[config.mk]
export PLATFORM = sky130hd
export DESIGN_NAME = fault_history_monitor
export DESIGN_NICKNAME = d
export VERILOG_FILES = /design/src/fault_history_pkg.sv /design/src/fault_history_monitor.sv /design/src/fault_history_store.sv
export SDC_FILE = /design/constraint.sdc
export NUM_CORES = 2
export LEC_CHECK = 0
export BUFFER_PORTS_ARGS = -buffer_cell sky130_fd_sc_hd__buf_4
export CORE_MARGIN = 4
export CORE_UTILIZATION = 45
export DETAILED_ROUTE_END_ITERATION = 10
export PLACE_DENSITY = 0.66
export REMOVE_ABC_BUFFERS = 1
export SLEW_MARGIN = 5
export SYNTH_ARGS = -nofsm -noshare
export SYNTH_HDL_FRONTEND = slang
export SYNTH_HIERARCHICAL = 1
export SYNTH_SLANG_ARGS = --single-unit
[constraint.sdc]
create_clock -name pclk -period 9.7 [get_ports pclk]
set_input_delay 0.485 -clock pclk [delete_from_list [all_inputs] [get_ports pclk]]
set_output_delay 0.485 -clock pclk [all_outputs]
set_load 0.01 [all_outputs]
[src/fault_history_pkg.sv]
// package: register map, field layouts and snapshot types of the fault monitor
package fault_history_pkg;

    // =========================================================
    // sizes
    localparam int unsigned HIST_DEPTH = 10;
    localparam int unsigned SEL_MAX    = 9;
    localparam int unsigned DI_COUNT   = 5;
    localparam int unsigned DO_COUNT   = 2;

    // =========================================================
    // register byte offsets
    localparam logic [7:0] OFS_SELECT    = 8'h00;
    localparam logic [7:0] OFS_CODE      = 8'h04;
    localparam logic [7:0] OFS_TIME      = 8'h08;
    localparam logic [7:0] OFS_SPEED     = 8'h0c;
    localparam logic [7:0] OFS_CUR_U     = 8'h10;
    localparam logic [7:0] OFS_CUR_V     = 8'h14;
    localparam logic [7:0] OFS_BUS_VOLT  = 8'h18;
    localparam logic [7:0] OFS_INPUTS    = 8'h1c;
    localparam logic [7:0] OFS_OUTPUTS   = 8'h20;
    localparam logic [7:0] OFS_DEVIATION = 8'h24;
    localparam logic [7:0] OFS_FINE_SPD  = 8'h28;
    localparam logic [7:0] OFS_LIVE_IO   = 8'h2c;

    // =========================================================
    // reset values
    localparam logic [3:0]  RST_SELECT    = 4'h0;
    localparam logic [31:0] RST_DEVIATION = 32'h0000_0000;
    localparam logic [3:0]  RST_COUNT     = 4'h0;

    // live i/o status register: inputs in bits 4:0, outputs in 9:8
    localparam int unsigned LIVE_DI_LSB = 0;
    localparam int unsigned LIVE_DO_LSB = 8;

    // =========================================================
    // one history entry
    typedef struct packed {
        logic [15:0] code;
        logic [31:0] time_stamp;
        logic [15:0] speed;
        logic [15:0] cur_u;
        logic [15:0] cur_v;
        logic [15:0] bus_volt;
        logic [4:0]  inputs;
        logic [1:0]  outputs;
    } snapshot_t;

    // live values sampled when a fault is detected
    typedef struct packed {
        logic [31:0] run_time;
        logic [15:0] speed;
        logic [15:0] cur_u;
        logic [15:0] cur_v;
        logic [15:0] bus_volt;
    } live_meas_t;

    // position counting increments for one cycle
    typedef struct packed {
        logic        cmd_valid;
        logic [31:0] cmd_delta;
        logic        fb_valid;
        logic [31:0] fb_delta;
    } position_step_t;

endpackage : fault_history_pkg

[src/fault_history_monitor.sv]
// module: fault history snapshot monitor with apb register access
`timescale 1ns/10ps
module fault_history_monitor
    import fault_history_pkg::*;
(
    // clock and reset
    input  wire logic        pclk,
    input  wire logic        presetn,
    // apb slave
    input  wire logic        psel,
    input  wire logic        penable,
    input  wire logic        pwrite,
    input  wire logic [7:0]  paddr,
    input  wire logic [31:0] pwdata,
    output logic [31:0]      prdata,
    output logic             pready,
    output logic             pslverr,
    // fault event from drive logic, same clock
    input  wire logic        fault_valid,
    input  wire logic [15:0] fault_code,
    // live measurements, same clock
    input  wire live_meas_t  live_meas,
    input  wire logic [15:0] speed_fine,
    // position counting, same clock
    input  wire position_step_t pos_step,
    // digital i/o pins
    input  wire logic [4:0]  digital_input_pins,
    input  wire logic [1:0]  digital_output_levels
);

    // =========================================================
    // state
    typedef struct packed {
        logic [3:0]  sel;
        logic [31:0] deviation;
        logic [2:0][4:0] di_sync;
        logic [4:0]  di_level;
        logic [31:0] rdata;
        logic        ready;
        logic        slverr;
    } mon_t;

    mon_t      s_q;
    mon_t      s_d;
    snapshot_t sel_entry;
    snapshot_t new_entry;

    function automatic logic [31:0] zext16(input logic [15:0] v);
        return {16'h0000, v};
    endfunction : zext16

    // =========================================================
    // snapshot assembly: every field from this same cycle except inputs, which come from the registered filtered pin level
    always_comb begin
        new_entry            = '0;
        new_entry.code       = fault_code;
        new_entry.time_stamp = live_meas.run_time;
        new_entry.speed      = live_meas.speed;
        new_entry.cur_u      = live_meas.cur_u;
        new_entry.cur_v      = live_meas.cur_v;
        new_entry.bus_volt   = live_meas.bus_volt;
        new_entry.inputs     = s_q.di_level;
        new_entry.outputs    = digital_output_levels;
    end

    fault_history_store #(
        .DEPTH (HIST_DEPTH)
    ) u_store (
        .pclk      (pclk),
        .presetn   (presetn),
        .capture   (fault_valid),
        .new_entry (new_entry),
        .sel       (s_q.sel),
        .sel_entry (sel_entry)
    );

    // =========================================================
    // next state
    logic        setup;
    logic        access;
    logic [31:0] dev_next;

    always_comb begin
        s_d      = s_q;
        setup    = psel && !penable;
        access   = psel && penable;
        dev_next = s_q.deviation;

        // input pins: three stages, accept once stages two and three agree
        s_d.di_sync[0] = digital_input_pins;
        s_d.di_sync[1] = s_q.di_sync[0];
        s_d.di_sync[2] = s_q.di_sync[1];
        for (int i = 0; i < DI_COUNT; i++) begin
            if (s_q.di_sync[1][i] == s_q.di_sync[2][i]) begin
                s_d.di_level[i] = s_q.di_sync[2][i];
            end
        end

        // deviation: commanded minus feedback, wraps in two's complement
        if (pos_step.cmd_valid) begin
            dev_next = dev_next + pos_step.cmd_delta;
        end
        if (pos_step.fb_valid) begin
            dev_next = dev_next - pos_step.fb_delta;
        end
        s_d.deviation = dev_next;

        // apb: one wait-free access phase, answer registered at setup
        s_d.ready  = 1'b0;
        s_d.slverr = 1'b0;
        if (setup) begin
            s_d.ready = 1'b1;
            s_d.rdata = '0;
            case (paddr)
                OFS_SELECT:    s_d.rdata = {28'h0, s_q.sel};
                OFS_CODE:      s_d.rdata = zext16(sel_entry.code);
                OFS_TIME:      s_d.rdata = sel_entry.time_stamp;
                OFS_SPEED:     s_d.rdata = zext16(sel_entry.speed);
                OFS_CUR_U:     s_d.rdata = zext16(sel_entry.cur_u);
                OFS_CUR_V:     s_d.rdata = zext16(sel_entry.cur_v);
                OFS_BUS_VOLT:  s_d.rdata = zext16(sel_entry.bus_volt);
                OFS_INPUTS:    s_d.rdata = {27'h0, sel_entry.inputs};
                OFS_OUTPUTS:   s_d.rdata = {30'h0, sel_entry.outputs};
                OFS_DEVIATION: s_d.rdata = s_q.deviation;
                OFS_FINE_SPD:  s_d.rdata = zext16(speed_fine);
                OFS_LIVE_IO: begin
                    s_d.rdata[LIVE_DI_LSB +: DI_COUNT] = s_q.di_level;
                    s_d.rdata[LIVE_DO_LSB +: DO_COUNT] =
                        digital_output_levels;
                end
                default:       s_d.slverr = 1'b1;
            endcase
            // writes to read-only words are refused with an error
            if (pwrite && paddr != OFS_SELECT) begin
                s_d.slverr = 1'b1;
            end
        end

        // selector write takes effect at the completing edge only
        if (access && s_q.ready && pwrite && paddr == OFS_SELECT) begin
            if (pwdata <= 32'(SEL_MAX)) begin
                s_d.sel = pwdata[3:0];
            end
        end
    end

    always_ff @(posedge pclk or negedge presetn) begin
        if (!presetn) begin
            s_q           <= '0;
            s_q.sel       <= RST_SELECT;
            s_q.deviation <= RST_DEVIATION;
        end else begin
            s_q <= s_d;
        end
    end

    // =========================================================
    // outputs straight from flops
    assign prdata  = s_q.rdata;
    assign pready  = s_q.ready;
    assign pslverr = s_q.slverr;

endmodule : fault_history_monitor

[src/fault_history_store.sv]
// module: ten-deep shifting fault history with selected-entry read port
`timescale 1ns/10ps
module fault_history_store
    import fault_history_pkg::*;
#(
    parameter int unsigned DEPTH = HIST_DEPTH
) (
    // clock and reset
    input  wire logic      pclk,
    input  wire logic      presetn,
    // capture side
    input  wire logic      capture,
    input  wire snapshot_t new_entry,
    // read side
    input  wire logic [3:0] sel,
    output snapshot_t      sel_entry
);

    typedef struct packed {
        snapshot_t [DEPTH-1:0] entry;
        logic      [3:0]       count;
    } store_t;

    store_t st_q;
    store_t st_d;

    // =========================================================
    // shift on capture
    always_comb begin
        st_d = st_q;
        if (capture) begin
            for (int i = int'(DEPTH) - 1; i > 0; i--) begin
                st_d.entry[i] = st_q.entry[i-1];
            end
            st_d.entry[0] = new_entry;
            if (st_q.count < 4'(DEPTH)) begin
                st_d.count = st_q.count + 4'h1;
            end
        end
    end

    always_ff @(posedge pclk or negedge presetn) begin
        if (!presetn) begin
            st_q <= '0;
        end else begin
            st_q <= st_d;
        end
    end

    // =========================================================
    // an unfilled slot reads as all zero
    always_comb begin
        sel_entry = '0;
        if (sel < st_q.count && 32'(sel) < DEPTH) begin
            sel_entry = st_q.entry[sel];
        end
    end

endmodule : fault_history_store

Word level (Yosys, flattened, before mapping) --
Cells that the tools add are included.
Word-level totals: bits of input ports 247, output and inout bits 34, word-level logic and storage cells 143, bits in registers 1284
Cells by class: reductions and logical operators 13, add/sub/neg operators 3, order comparisons 5, multiplexer cells 12, equal/unequal tests 16
Operator list (count):
- $bmux W119 S4 | 1
- $mux W119 | 2
- $pmux W22 S8 | 1
- $mux W32 | 2
- $pmux W5 S12 | 1
- $add A32 B32 Y32 | 1
- $eq A8 B5 Y1 const B | 4
- $eq A8 B6 Y1 const B | 4
- $le A32 B4 Y1 const B | 1
- $sub A32 B32 Y32 | 1
- $pmux W3 S8 | 1
- $pmux W2 S9 | 1
- $eq A8 B4 Y1 const B | 2
- $reduce_or A12 Y1 | 1
- $eq A8 B3 Y1 const B | 1
- $logic_not A8 Y1 | 1
- $lt A4 B4 Y1 const B | 2
- $reduce_bool A8 Y1 | 1
- $logic_and A1 B1 Y1 | 7
- $eq A1 B1 Y1 | 5
- $lt A4 B5 Y1 const B | 1
- $add A4 B1 Y4 const B | 1
- $lt A4 B4 Y1 | 1
- $reduce_and A2 Y1 | 2
- other kinds (3) | 4

Logic depth before layout (Yosys ltp) --
depth after elaboration 5, depth in mapped cells 23, gate-level depth less buffers 22

Hierarchy --
Netlist, hierarchy kept.
Modules (own cells, without submodules):
- fault_history_store | times used 1, cells an instance 3705, sequential area each 29878.7 µm², area an instance 54203.2 µm²
- fault_history_monitor | times used 1, cells an instance 950, sequential area each 2252.2 µm², area an instance 8107.8 µm²

Worst setup path after synthesis --
OpenSTA, ideal clock, no wires.
kind input -> register, start in pos_step[33] (netlist name), end reg s_q[85] (netlist name), setup slack 4920 ps, arrival time 4655 ps, library setup time 125 ps, buffers on the path 1, data required time 9575 ps, cell stages on the path 23, cells stage by stage ha_1 fa_1 a21oi_1 o31ai_1 a21o_1 a221oi_1 a31o_2 nor3b_1 nor2_1 xnor2_1 o21ai_0 ha_1 clkbuf_1 a21o_1 a21o_1 a21o_1 a221o_1 a21oi_1 nand3_1 a21oi_1 nor3_1 xor2_1 xnor2_1
Between the ends: longest elaborated chain between the ends 4
Ends and longest elaborated chain:
- start, declared | RTL line fault_history_monitor.sv:25 | input wire position_step_t pos_step,
- $add A32 B32 Y32 (*) | RTL line fault_history_monitor.sv:101 | dev_next = dev_next + pos_step.cmd_delta;
- $mux W32 (*) | RTL line fault_history_monitor.sv:100 | if (pos_step.cmd_valid) begin
- $sub A32 B32 Y32 | RTL line fault_history_monitor.sv:104 | dev_next = dev_next - pos_step.fb_delta;
- $mux W32 (*) | RTL line fault_history_monitor.sv:103 | if (pos_step.fb_valid) begin
- net dev_next[31] | RTL line fault_history_monitor.sv:81 | logic [31:0] dev_next;
- end, declared | RTL line fault_history_monitor.sv:43 | mon_t s_q;
The timed path passes the listed nets; every way through them passes the cells marked *. A chain may end at the register's enable or synchronous reset.

Final worst setup path --
start reg s_q[54] (netlist name), end reg s_q[85] (netlist name)
Between the ends: longest elaborated chain between the ends 4
Ends and longest elaborated chain (RTL line):
- $add A32 B32 Y32 | fault_history_monitor.sv:101
- $mux W32 (*) | fault_history_monitor.sv:100
- $sub A32 B32 Y32 | fault_history_monitor.sv:104
- $mux W32 (*) | fault_history_monitor.sv:103
- net dev_next[31] | fault_history_monitor.sv:81
Marked as above.

==> flow_summary.toml <==
[floorplan]
ioPinCount = 281
core_area_um2 = 137000
rows = 136
die-area_um2 = 144000
die_w_um = 380
dieHeight_um = 380
initial_core_util = 0.453

[critical_path]
rr_startpoint = "s_q[54]$_DFF_PN0_"
cp_data_arrival_time_ns = 5.99
endpoint_kind = "flop"
path_class = "reg -> reg"
path_max_fanout = 10
r2r_cells = 22
r2r_slack_ns = 4.35
r2r-end = "s_q[85]$_DFF_PN0_"
start_kind = "flop"
cp.required_ns = 10.33

[route]
drcViolationCount = 0
ant_nets = 0
vias_per_cell = 5.74
routed-via-count = 39200
wl_per_cell_um = 22.3
first_iter_violations = 2606
dr.pass1.iters = 7
routed_wl_um = 152000

[synthesis]
yosysTopAreaCell = "dfrtp_1"
synth_area_leaders = "dfrtp_1, mux2_2, mux2i_1"
synth_top_area_share = 0.516
syn-cell-area_um2 = 62300
synth_edf_count = 0
ys_top_cells_by_count = "dfrtp_1, mux2_2, mux2i_1, a21oi_1, buf_2"
ys_seq_elements = 1284
ys_types = 82
syn_inst = 4655
syn_area_per_cell_um2 = 13.4
synth_ff_type = "dfrtp_1"
yosysWarnings = 6
yosysSeqAreaShare = 0.516
ys_async_sr_fraction = 1.00

[sta]
fin_skew_ns = 0.0361
hold_ws_ns = 0.0801
hold_viol = 0
min_period_ns = 5.35
fin_crit_sh = 0.552
fmax_ghz = 0.187
worst_pin_slew_ns = 1.19
rsz0062_at_grt = "no"
relSlewSlack = 0.209
drv_slew = 0
finalSetupViolCount = 0
fin_ws_ns = 4.35

[pwr]
seqPwrFrac = 0.455
switching_power_mw = 5.31
intPower_mw = 12.7
power_density_nw_per_um2 = 252
peakVddDrop_mv = 0.161
switching_share = 0.294
p_total_mw = 18.0
power_frac_clock = 0.301
power_frac_comb = 0.244
p_leak_nw = 29.4

[placed_design]
gp_congestion = 0.885
dp_hpwl_um = 96700
portBuffers = 280
dp_slack_ns = 4.16

[flow_run]
cap_violations = 0

[finish]
drive_gt1_frac = 0.401
area_growth_syn_to_layout_pct = 14.8
nNetsFinal = 5231

[min_path]
hold_class = "in -> reg"
hold_path_depth = 3
min_from = "pos_step[0]"
min_to = "s_q[54]$_DFF_PN0_"

[cts]
clock_latency_ns = 0.77
cts.path.max_buffers = 3
cts_setup_buffers = 0
cts_tree = "built"
cts_buffers = 142
clkTransAtPathRegs_ns = 0.06
cts-root-buf = "clkbuf_16"
cts_max_level = 4
hold_buffers = 124
clock-sinks = 1284
ctsResizeCount = 0

[grt]
grt_util_all_layers = 0.209
grt_overflow_total = 0
grt_max_degree = 184
antenna_found_initial = 10
grt_pass1_wl_um = 239000
grt_pass1_vias = 40600

[outcome]
status = "completed"
==> kinds of logic after synthesis <==
group / Yosys count / synth area share
XOR/XNOR: 50 / 0.00703
AO/OA/AOI/OAI: 698 / 0.0732
adder cells (fa/ha/maj): 73 / 0.0147
AND/OR/NAND/NOR: 439 / 0.0328
flip-flops: 1284 / 0.516
buffers and inverters: 406 / 0.0330
multiplexers: 1705 / 0.324
==> worst max-delay path, stage by stage (launching register included) <==
cell	delay, ns
dfrtp_1	0.40
ha_1	0.22
fa_1	0.41
a21oi_1	0.21
o31ai_1	0.13
a21o_1	0.26
a221oi_1	0.47
a31o_2	0.25
nor3b_1	0.31
nor2_1	0.10
xnor2_1	0.23
o21ai_0	0.12
ha_1	0.42
a21o_1	0.22
a21o_1	0.17
a21o_1	0.18
a221o_1	0.31
a21oi_1	0.19
nand3_1	0.09
a21oi_1	0.15
nor3_1	0.08
xor2_1	0.16
xnor2_1	0.13
==> stage by stage <==
stage / utilization / cell area [um^2] / setup TNS, ns / instances
final: 0.520 / 71600 / 0 / 6824
after global routing: 0.520 / 71500 / 0 / 6822
after CTS: 0.520 / 71500 / 0 / 6820
after detailed placement: 0.477 / 65500 / 0 / 6442
after global placement: 0.477 / 65500 / 0 / 6442
after floorplan: - / 60500 / -255.96 / 4301
==> registers in the layout, indices dropped and copies added, names as in the netlist <==
name	cells
pready	1
prdata	32
u_store/st_q	1194
new_entry	5
s_q	41
s_d	10
pslverr	1
==> how the worst max path moves through the flow <==
stage                                   start  cells after the start                    end
after floorplan           s_q[86]$_DFFE_PN0P_                      9  prdata[1]$_DFFE_PN0P_
after global placement           pos_step[33]                     23      s_q[85]$_DFF_PN0_
after global routing        s_q[54]$_DFF_PN0_                     22      s_q[85]$_DFF_PN0_
after CTS                   s_q[54]$_DFF_PN0_                     22      s_q[85]$_DFF_PN0_
after detailed placement         pos_step[33]                     23      s_q[85]$_DFF_PN0_
final                       s_q[54]$_DFF_PN0_                     22      s_q[85]$_DFF_PN0_
==> layout make-up <==
cell class / count / area [um^2]
tap: 1794 / 2240
clock inverter: 36 / 544
inverter: 52 / 195
clock buffer: 218 / 4220
antenna: 4 / 10.0
sequential: 1284 / 32100
multi-input combinational: 2965 / 28200
timing repair buffer: 471 / 3970
fill: 11800 / 65900
==> per-layer routing <==
layer / part of all wire / vias to the layer above / global-route usage
met3: 0.052 / 220 / 0.0382
li1: - / 17700 / -
met5: 0.000066 / - / 0
met1: 0.46 / 20400 / 0.297
met2: 0.46 / 836 / 0.327
met4: 0.030 / 2 / 0.0696
==> placed cells by master, fill, tap and decap left out, types with 41 or more instances in the layout <==
cell type      count
nor2b_1           71
dlygate4sd3_1    124
o221ai_1          60
mux2_2          1284
o22ai_1           59
clkbuf_16        145
inv_1             50
o21ai_1           56
mux2i_1          301
nor2_1           148
dfrtp_1         1280
mux4_2           119
o21ai_0          103
nand2_1          117
clkbuf_1          41
a21oi_1          185
ha_1              66
buf_4            337
==> power by group through the flow <==
| stage | Sequential [mW] | Combinational, mW | Clock [mW] |
|---|---|---|---|
| global placement | 8.18 | 4.25 | 0 |
| CTS | 8.18 | 4.42 | 5.58 |
| floorplan | 7.86 | 3.43 | 0 |
| finish | 8.21 | 4.41 | 5.43 |
| detailed placement | 8.27 | 4.34 | 0 |
| global route | 8.43 | 4.90 | 5.80 |
(Power assumes the default switching activity.)
